`src/design/flash_cmd_pkg.sv`:
```
package flash_cmd_pkg;
  localparam int unsigned ADDR_W = 17;
  localparam int unsigned DATA_W = 8;
  // unlock and command bytes
  localparam logic [7:0] UNLOCK1_DATA = 8'hAA;
  localparam logic [7:0] UNLOCK2_DATA = 8'h55;
  localparam logic [7:0] AUTOSEL_DATA = 8'h90;
  localparam logic [7:0] PROGRAM_DATA = 8'hA0;
  localparam logic [7:0] ERASE_SETUP_DATA = 8'h80;
  localparam logic [7:0] CHIP_ERASE_DATA = 8'h10;
  localparam logic [7:0] SECTOR_ERASE_DATA = 8'h30;
  localparam logic [7:0] SUSPEND_DATA = 8'hB0;
  localparam logic [7:0] RESUME_DATA = 8'h30;
  localparam logic [7:0] RESET_DATA = 8'hF0;
  localparam logic [16:0] UNLOCK1_ADDR = 17'h00555;
  localparam logic [16:0] UNLOCK2_ADDR = 17'h002AA;
  localparam logic [16:0] DONT_CARE_ADDR = 17'h00000;
  // sector selector field
  localparam int unsigned SECTOR_LSB = 12;
  localparam int unsigned SECTOR_W = 5;
  // operation codes at the user port
  localparam logic [3:0] OP_READ = 4'h0;
  localparam logic [3:0] OP_RESET = 4'h1;
  localparam logic [3:0] OP_AUTOSEL = 4'h2;
  localparam logic [3:0] OP_PROGRAM = 4'h3;
  localparam logic [3:0] OP_CHIP_ERASE = 4'h4;
  localparam logic [3:0] OP_SECTOR_ERASE = 4'h5;
  localparam logic [3:0] OP_ADD_SECTOR = 4'h6;
  localparam logic [3:0] OP_SUSPEND = 4'h7;
  localparam logic [3:0] OP_RESUME = 4'h8;
  // bus cycle timing
  localparam int unsigned CLK_NS = 25;
  localparam int unsigned T_SETUP_NS = 30;
  localparam int unsigned T_PULSE_NS = 50;
  localparam int unsigned T_HOLD_NS = 30;
  localparam int unsigned T_SETUP_CYC = (T_SETUP_NS + CLK_NS - 1) / CLK_NS;
  localparam int unsigned T_PULSE_CYC = (T_PULSE_NS + CLK_NS - 1) / CLK_NS;
  localparam int unsigned T_HOLD_CYC = (T_HOLD_NS + CLK_NS - 1) / CLK_NS;
  // gap limit between cycles of one sequence (longest, rounds down)
  localparam int unsigned T_GAP_MAX_US = 50;
  localparam int unsigned T_GAP_MAX_CYC = (T_GAP_MAX_US * 1000) / CLK_NS;
  // suspend latency
  localparam int unsigned T_SUSPEND_US = 20;
  localparam int unsigned T_SUSPEND_CYC = (T_SUSPEND_US * 1000) / CLK_NS;
  localparam logic [7:0] DATA_RESET_VAL = 8'h00;
  localparam int unsigned POLL_BIT = 7;
  localparam int unsigned TOGGLE_BIT = 6;
  localparam int unsigned TIMEOUT_BIT = 5;
  localparam int unsigned WINDOW_BIT = 3;
  localparam int unsigned SECTOR_TOGGLE_BIT = 2;
  typedef enum logic [3:0] {
    S_IDLE  = 4'b0001,
    S_SETUP = 4'b0010,
    S_PULSE = 4'b0100,
    S_HOLD  = 4'b1000
  } cyc_state_t;
endpackage

```
`src/design/bus_cycle.sv`:
```
// one strobed bus cycle: setup, strobe low, hold; write or read
module bus_cycle (
  input  wire logic        clk,
  input  wire logic        rst_b,
  input  wire logic        start,
  input  wire logic        is_write,
  output logic             ce_b,
  output logic             we_b,
  output logic             oe_b,
  output logic             sample,
  output logic             done
);
  flash_cmd_pkg::cyc_state_t state_reg;
  logic [3:0]                cnt_reg;
  logic                      wr_reg;

  always_ff @(posedge clk or negedge rst_b) begin
    if (!rst_b) begin
      state_reg <= flash_cmd_pkg::S_IDLE;
      cnt_reg   <= 4'h0;
      wr_reg    <= 1'b0;
      ce_b      <= 1'b1;
      we_b      <= 1'b1;
      oe_b      <= 1'b1;
      sample    <= 1'b0;
      done      <= 1'b0;
    end else begin
      sample <= 1'b0;
      done   <= 1'b0;
      case (state_reg)
        flash_cmd_pkg::S_IDLE: begin
          if (start) begin
            wr_reg    <= is_write;
            ce_b      <= 1'b0;
            cnt_reg   <= 4'(flash_cmd_pkg::T_SETUP_CYC);
            state_reg <= flash_cmd_pkg::S_SETUP;
          end
        end
        flash_cmd_pkg::S_SETUP: begin
          if (cnt_reg > 4'h1) begin
            cnt_reg <= cnt_reg - 4'h1;
          end else begin
            // address is stable before the later falling strobe
            we_b      <= ~wr_reg;
            oe_b      <= wr_reg;
            cnt_reg   <= 4'(flash_cmd_pkg::T_PULSE_CYC);
            state_reg <= flash_cmd_pkg::S_PULSE;
          end
        end
        flash_cmd_pkg::S_PULSE: begin
          if (cnt_reg > 4'h1) begin
            cnt_reg <= cnt_reg - 4'h1;
          end else begin
            // we rises first; ce stays low so data holds past it
            we_b      <= 1'b1;
            oe_b      <= 1'b1;
            sample    <= ~wr_reg;
            cnt_reg   <= 4'(flash_cmd_pkg::T_HOLD_CYC);
            state_reg <= flash_cmd_pkg::S_HOLD;
          end
        end
        flash_cmd_pkg::S_HOLD: begin
          if (cnt_reg > 4'h1) begin
            cnt_reg <= cnt_reg - 4'h1;
          end else begin
            ce_b      <= 1'b1;
            done      <= 1'b1;
            state_reg <= flash_cmd_pkg::S_IDLE;
          end
        end
        default: state_reg <= flash_cmd_pkg::S_IDLE;
      endcase
    end
  end
endmodule

```
`src/design/flash_host_ctrl.sv`:
```
module flash_host_ctrl (
  input  wire logic        clk,
  input  wire logic        rst_b,
  input  wire logic        req_valid,
  input  wire logic [3:0]  req_op,
  input  wire logic [16:0] req_addr,
  input  wire logic [7:0]  req_data,
  output logic             req_ready,
  output logic             rsp_valid,
  output logic [7:0]       rsp_data,
  output logic             seq_late,
  output logic [16:0]      flash_addr,
  output logic [7:0]       flash_dq_out,
  output logic             flash_dq_oe,
  input  wire logic [7:0]  flash_dq_in,
  output logic             flash_ce_b,
  output logic             flash_we_b,
  output logic             flash_oe_b
);
  ////////////////////////////////////////////////////////////////////////
  logic [7:0]  dq_meta_reg;
  logic [7:0]  dq_sync_reg;
  logic [2:0]  step_reg;
  logic [2:0]  last_reg;
  logic [3:0]  op_reg;
  logic [16:0] addr_reg;
  logic [7:0]  data_reg;
  logic        busy_reg;
  logic        cyc_start_reg;
  logic        cyc_write;
  logic        cyc_sample;
  logic        cyc_done;
  logic        sample_d_reg;
  logic [10:0] gap_reg;
  logic [16:0] step_addr;
  logic [7:0]  step_data;
  logic        ce_b_w;
  logic        we_b_w;
  logic        oe_b_w;

  bus_cycle u_cycle (
    .clk      (clk),
    .rst_b    (rst_b),
    .start    (cyc_start_reg),
    .is_write (cyc_write),
    .ce_b     (ce_b_w),
    .we_b     (we_b_w),
    .oe_b     (oe_b_w),
    .sample   (cyc_sample),
    .done     (cyc_done)
  );

  // read data comes from the pins: two flops before use
  always_ff @(posedge clk or negedge rst_b) begin
    if (!rst_b) begin
      dq_meta_reg <= flash_cmd_pkg::DATA_RESET_VAL;
      dq_sync_reg <= flash_cmd_pkg::DATA_RESET_VAL;
    end else begin
      dq_meta_reg <= flash_dq_in;
      dq_sync_reg <= dq_meta_reg;
    end
  end

  ////////////////////////////////////////////////////////////////////////
  // sequence tables
  always_comb begin
    step_addr = flash_cmd_pkg::DONT_CARE_ADDR;
    step_data = flash_cmd_pkg::RESET_DATA;
    case (step_reg)
      3'd0: begin
        step_addr = flash_cmd_pkg::UNLOCK1_ADDR;
        step_data = flash_cmd_pkg::UNLOCK1_DATA;
      end
      3'd1: begin
        step_addr = flash_cmd_pkg::UNLOCK2_ADDR;
        step_data = flash_cmd_pkg::UNLOCK2_DATA;
      end
      3'd2: begin
        step_addr = flash_cmd_pkg::UNLOCK1_ADDR;
        case (op_reg)
          flash_cmd_pkg::OP_AUTOSEL: step_data = flash_cmd_pkg::AUTOSEL_DATA;
          flash_cmd_pkg::OP_PROGRAM: step_data = flash_cmd_pkg::PROGRAM_DATA;
          default:                   step_data = flash_cmd_pkg::ERASE_SETUP_DATA;
        endcase
      end
      3'd3: begin
        // program location; autoselect ends with a read
        step_addr = flash_cmd_pkg::UNLOCK1_ADDR;
        step_data = flash_cmd_pkg::UNLOCK1_DATA;
        if (op_reg == flash_cmd_pkg::OP_PROGRAM || op_reg == flash_cmd_pkg::OP_AUTOSEL) begin
          step_addr = addr_reg;
          step_data = data_reg;
        end
      end
      3'd4: begin
        step_addr = flash_cmd_pkg::UNLOCK2_ADDR;
        step_data = flash_cmd_pkg::UNLOCK2_DATA;
      end
      3'd5: begin
        // sector field carried only where a sector is needed
        step_addr = flash_cmd_pkg::UNLOCK1_ADDR;
        step_data = flash_cmd_pkg::CHIP_ERASE_DATA;
        if (op_reg == flash_cmd_pkg::OP_SECTOR_ERASE) begin
          step_addr = addr_reg;
          step_data = flash_cmd_pkg::SECTOR_ERASE_DATA;
        end
      end
      default: begin
        step_addr = flash_cmd_pkg::DONT_CARE_ADDR;
        step_data = flash_cmd_pkg::RESET_DATA;
      end
    endcase
    // single-cycle orders: one cycle, address don't care except for read and add-sector
    case (op_reg)
      flash_cmd_pkg::OP_READ: begin
        step_addr = addr_reg;
        step_data = flash_cmd_pkg::DATA_RESET_VAL;
      end
      flash_cmd_pkg::OP_SUSPEND: begin
        step_addr = flash_cmd_pkg::DONT_CARE_ADDR;
        step_data = flash_cmd_pkg::SUSPEND_DATA;
      end
      flash_cmd_pkg::OP_RESUME: begin
        step_addr = flash_cmd_pkg::DONT_CARE_ADDR;
        step_data = flash_cmd_pkg::RESUME_DATA;
      end
      flash_cmd_pkg::OP_RESET: begin
        step_addr = flash_cmd_pkg::DONT_CARE_ADDR;
        step_data = flash_cmd_pkg::RESET_DATA;
      end
      // another sector inside the acceptance window
      flash_cmd_pkg::OP_ADD_SECTOR: begin
        step_addr = addr_reg;
        step_data = flash_cmd_pkg::SECTOR_ERASE_DATA;
      end
      default: begin
        step_addr = step_addr;
        step_data = step_data;
      end
    endcase
  end

  // only the read step of a read or autoselect is a read cycle
  assign cyc_write = !((op_reg == flash_cmd_pkg::OP_READ) ||
                       (op_reg == flash_cmd_pkg::OP_AUTOSEL && step_reg == 3'd3));

  ////////////////////////////////////////////////////////////////////////
  // order sequencing
  always_ff @(posedge clk or negedge rst_b) begin
    if (!rst_b) begin
      busy_reg      <= 1'b0;
      step_reg      <= 3'd0;
      last_reg      <= 3'd0;
      op_reg        <= flash_cmd_pkg::OP_READ;
      addr_reg      <= 17'h00000;
      data_reg      <= flash_cmd_pkg::DATA_RESET_VAL;
      cyc_start_reg <= 1'b0;
      req_ready     <= 1'b0;
    end else begin
      cyc_start_reg <= 1'b0;
      req_ready     <= !busy_reg && !req_valid;
      if (!busy_reg && req_valid && req_ready) begin
        busy_reg      <= 1'b1;
        req_ready     <= 1'b0;
        op_reg        <= req_op;
        addr_reg      <= req_addr;
        data_reg      <= req_data;
        cyc_start_reg <= 1'b1;
        case (req_op)
          flash_cmd_pkg::OP_READ,
          flash_cmd_pkg::OP_RESET,
          flash_cmd_pkg::OP_SUSPEND,
          flash_cmd_pkg::OP_RESUME,
          flash_cmd_pkg::OP_ADD_SECTOR: begin
            step_reg <= 3'd6;
            last_reg <= 3'd6;
          end
          flash_cmd_pkg::OP_AUTOSEL,
          flash_cmd_pkg::OP_PROGRAM: begin
            step_reg <= 3'd0;
            last_reg <= 3'd3;
          end
          default: begin
            step_reg <= 3'd0;
            last_reg <= 3'd5;
          end
        endcase
      end else if (busy_reg && cyc_done) begin
        // next cycle follows at once, well inside the gap limit
        if (step_reg == last_reg) begin
          busy_reg <= 1'b0;
        end else begin
          step_reg      <= step_reg + 3'd1;
          cyc_start_reg <= 1'b1;
        end
      end
    end
  end

  // gap watchdog between cycles of one sequence
  always_ff @(posedge clk or negedge rst_b) begin
    if (!rst_b) begin
      gap_reg  <= 11'h000;
      seq_late <= 1'b0;
    end else begin
      if (!busy_reg || cyc_start_reg) begin
        gap_reg <= 11'h000;
      end else if (gap_reg != 11'(flash_cmd_pkg::T_GAP_MAX_CYC)) begin
        gap_reg <= gap_reg + 11'h001;
      end
      seq_late <= busy_reg && (gap_reg == 11'(flash_cmd_pkg::T_GAP_MAX_CYC));
    end
  end

  ////////////////////////////////////////////////////////////////////////
  // pins and answer; all outputs from flops
  always_ff @(posedge clk or negedge rst_b) begin
    if (!rst_b) begin
      flash_addr   <= 17'h00000;
      flash_dq_out <= flash_cmd_pkg::DATA_RESET_VAL;
      flash_dq_oe  <= 1'b0;
      flash_ce_b   <= 1'b1;
      flash_we_b   <= 1'b1;
      flash_oe_b   <= 1'b1;
      rsp_valid    <= 1'b0;
      rsp_data     <= flash_cmd_pkg::DATA_RESET_VAL;
      sample_d_reg <= 1'b0;
    end else begin
      flash_ce_b <= ce_b_w;
      flash_we_b <= we_b_w;
      flash_oe_b <= oe_b_w;
      if (cyc_start_reg) begin
        flash_addr   <= step_addr;
        flash_dq_out <= step_data;
        flash_dq_oe  <= cyc_write;
      end else if (cyc_done) begin
        flash_dq_oe <= 1'b0;
      end
      // status or array byte returned as read
      rsp_valid <= cyc_done && busy_reg && (step_reg == last_reg);
      // synced pins lag two flops: take the byte one clock after the strobe rises
      sample_d_reg <= cyc_sample;
      if (sample_d_reg) begin
        rsp_data <= dq_sync_reg;
      end
    end
  end
endmodule

```
`config.mk`:
```
export PLATFORM = sky130hd
export DESIGN_NAME = flash_host_ctrl
export DESIGN_NICKNAME = d
export VERILOG_FILES = /design/src/design/flash_cmd_pkg.sv /design/src/design/bus_cycle.sv /design/src/design/flash_host_ctrl.sv
export SDC_FILE = /design/constraint.sdc
export NUM_CORES = 1
export LEC_CHECK = 0
export ABC_CLOCK_PERIOD_IN_PS = 2100
export BUFFER_PORTS_ARGS = -buffer_cell sky130_fd_sc_hd__buf_2
export CORE_MARGIN = 8
export CORE_UTILIZATION = 51
export CTS_CLUSTER_SIZE = 20
export DETAILED_ROUTE_END_ITERATION = 10
export PLACE_DENSITY_LB_ADDON = 0.15
export SYNTH_ARGS = -nofsm -noshare
export SYNTH_HDL_FRONTEND = slang
export SYNTH_SLANG_ARGS = --single-unit
```
`constraint.sdc`:
```
create_clock -name clk -period 2.1 [get_ports clk]
set_clock_uncertainty 0.1 [all_clocks]
set_input_delay 0.105 -clock clk [delete_from_list [all_inputs] [get_ports clk]]
set_output_delay 0.105 -clock clk [all_outputs]
set_load 0.02 [all_outputs]
```
==> metrics.yaml <==
final_cells: 797
gp_congestion: 0.889
core_mm2: 0.0102
grt_use_met2_pct: 30.8
antenna_cells: 0
maxSlewHeadroom_pct: 52.1
async_reset_ff_share_pct: 100
grt_pass1_wl_um: 21300
power.switching_mw: 2.82
cts_buffers: 17
synth_top_area_cell: "dfrtp_1"
clock_sinks: 119
worstPathArrival_ps: 2320
clockBufferDepth: 2
syn-instance-count: 522
cts-root-buf: "clkbuf_8"
yosysWarnings: 0
grt.busiest_layer: "met2"
worstSkewPairLatency_ps: 530
seq_power_share_pct: 39.4
crit_chain: "ha_1, ha_1, or3_1, nor2_1, nand3b_1, o22ai_1"
worst_setup_hold_path_clk_slew_ps: 60
pwr-share-comb_pct: 25.9
cts_tree: "yes"
cap_violations: 0
fmax_mhz: 494
internal-power_mw: 5.60
multi_input_area_mm2: 0.00209
ys_types: 57
grt_overflow_total: 0
drtAntennaViolNets: 0
status: "complete, no violations"
setup_viol: 0
dieArea_mm2: 0.0139
viasPerCell: 5.34
grt_use_met1_pct: 23.5
initial_utilization_pct: 51.8
rsz0062_at_grt: "false"
synth_top_area_share_pct: 53.1
yosys_most_used_dff: "dfrtp_1"
clkPwrFrac_pct: 34.7
cp_common_cell: "ha_1"
r2r-start: "step_reg[0]$_DFFE_PN0P_"
start_kind: "flop"
port_buffers: 79
rows: 37
finalMaxSlewViolations: 0
max-vdd-ir-drop_mv: 0.626
fill_cells: 808
first_pass_iters: 5
finish.instance_area_mm2: 0.00686
avgSynthCellArea_um2: 10.1
hpwl_um: 8150
grt_max_degree: 48
grt_pass1_vias: 4374
dpl-instance-area_mm2: 0.00585
p_sw_share_pct: 33.5
p_per_area_mw_per_mm2: 1230
synth_nets: 571
syn2layout_area_growth_pct: 29.9
cp_max_fo: 7
seq_area_frac_synth_pct: 56.6
drive_above_1_share_pct: 23.0
layout.nets: 697
min_path_type: "in2async"
layout.area.seq_mm2: 0.00299
crit_start: "step_reg[0]$_DFFE_PN0P_"
fin_tns_setup_ps: 0
netlist_area_mm2: 0.00528
wl_per_cell_um: 15.7
synth.top_cells.by_area: "dfrtp_1 53%, nand2_1 7.3%, dfstp_2 3.5%"
yosysMostFrequentCell: "dfrtp_1"
grt.total_usage_pct: 19.0
fin_crit_ps: 2020
cp.required_ps: 2400
drt_wl_total_um: 12500
dp_cells: 725
tightestPinTransition_ps: 717
cp-end-kind: "flop"
holdWs_ps: 31.5
finalCritPeriodShare_pct: 96.4
drc_errors: 0
antenna_found_initial: 0
io_pins: 80
ys_ff_latch: 119
grt.met3_usage_pct: 5.95
cpMaxStageDelayCell: "dfrtp_1"
max_stage_delay_ps: 450
die_y_um: 118
die_w_um: 118
synth_edf_count: 0
leakagePower_nw: 3.31
crit_type: "reg2reg"
dr_total_vias: 4253
drt_iter0_markers: 330
hold_viol: 0
synthTopCellsByCount: "112 x dfrtp_1, 103 x nand2_1, 37 x nor2_1, 25 x o21ai_0, 24 x inv_1"
htreeDepth: 4
timing repair:
action | in CTS | in global routing
endpoints found under the hold margin | 155 | 0
setup endpoints to repair | 0 | 3
hold buffers | 40 | 0
setup buffers | 0 | 0
gates resized for setup | 0 | 2
power by group through the flow:
stage	Combinational, mW	Clock (mW)	Sequential, mW
6_report	2.18	2.92	3.32
5_1_grt	2.44	3.07	3.39
4_1_cts	2.18	2.96	3.31
3_5_place_dp	2.09	0	3.33
3_3_place_gp	2.02	0	3.32
2_1_floorplan	1.32	0	3.39
cells by family (layout without fill, tap and decap cells):
group / Yosys count / in the layout / share of synthesized area [%]
adders and majority gates: 9 / 9 / 2.13
DFF: 119 / 119 / 56.6
AOI/OAI and AO/OA: 99 / 99 / 12.5
muxes: 15 / 15 / 3.11
buffers and inverters: 49 / 188 / 3.96
xor gates and xnor gates: 15 / 15 / 2.49
and+or+nand+nor: 216 / 216 / 19.2
critical path: cells and delay by family, from the launching register on:
| family | cells | cell delay (ps) |
|---|---|---|
| fa+ha+maj | 2 | 500 |
| flops | 1 | 450 |
| simple gates | 3 | 740 |
| compound gates | 1 | 110 |
through the flow:
step | setup WS, ps | utilization [%] | power [mW]
after detailed placement | 97.7 | 57.5 | 5.42
after floorplan | 114 | - | 4.71
after CTS | 79.6 | 67.3 | 8.45
after global routing | 0.789 | 67.3 | 8.90
final | 76.4 | 67.3 | 8.42
after global placement | 189 | 57.5 | 5.34
cell usage in the layout (no fill, tap or decap), drive strengths merged, types with 4 or more instances in the layout:
cell / count
clkbuf: 18
buf: 92
a31oi: 9
xnor2: 8
o22ai: 11
mux2i: 4
nand2b: 8
dfstp: 7
nor3: 8
nand3b: 4
nor2b: 11
nor2: 37
nand3: 16
mux2: 11
or2: 4
clkinv: 6
o21a: 5
ha: 9
xor2: 7
a21oi: 10
dfrtp: 112
o21ai: 31
nand4: 6
inv: 26
o31ai: 4
dlygate4sd3: 40
a221o: 6
o22a: 5
nand2: 103
per-layer routing:
metal	vias up	wire [um]
met3	18	694
met5	-	0
met2	126	6210
met1	2067	5440
li1	2042	-
met4	0	176
final timing paths:
path                                                    end  slack, ps  cells past startpoint
hold / removal                   flash_addr[15]$_DFFE_PN0P_         30                      2
hold reg to reg                    dq_sync_reg[4]$_DFF_PN0_        250                      0
min in group clk                   dq_meta_reg[1]$_DFF_PN0_        120                      2
setup / recovery                flash_dq_out[1]$_DFFE_PN0P_         80                      6
setup reg to reg                flash_dq_out[1]$_DFFE_PN0P_         80                      6
max in group asynchronous  u_cycle.state_reg[0]$_DFFE_PN1P_       1170                      3
final cells by class:
class	instances	share of cell area [%]
inverters	24	1.31
flip-flops and latches	119	43.6
clock inverters	14	2.55
multi-input cells	354	30.4
clock buffers	18	6.24
well taps	136	2.48
repair buffers	132	13.4
No activity file was read; power rests on OpenSTA's default activity.
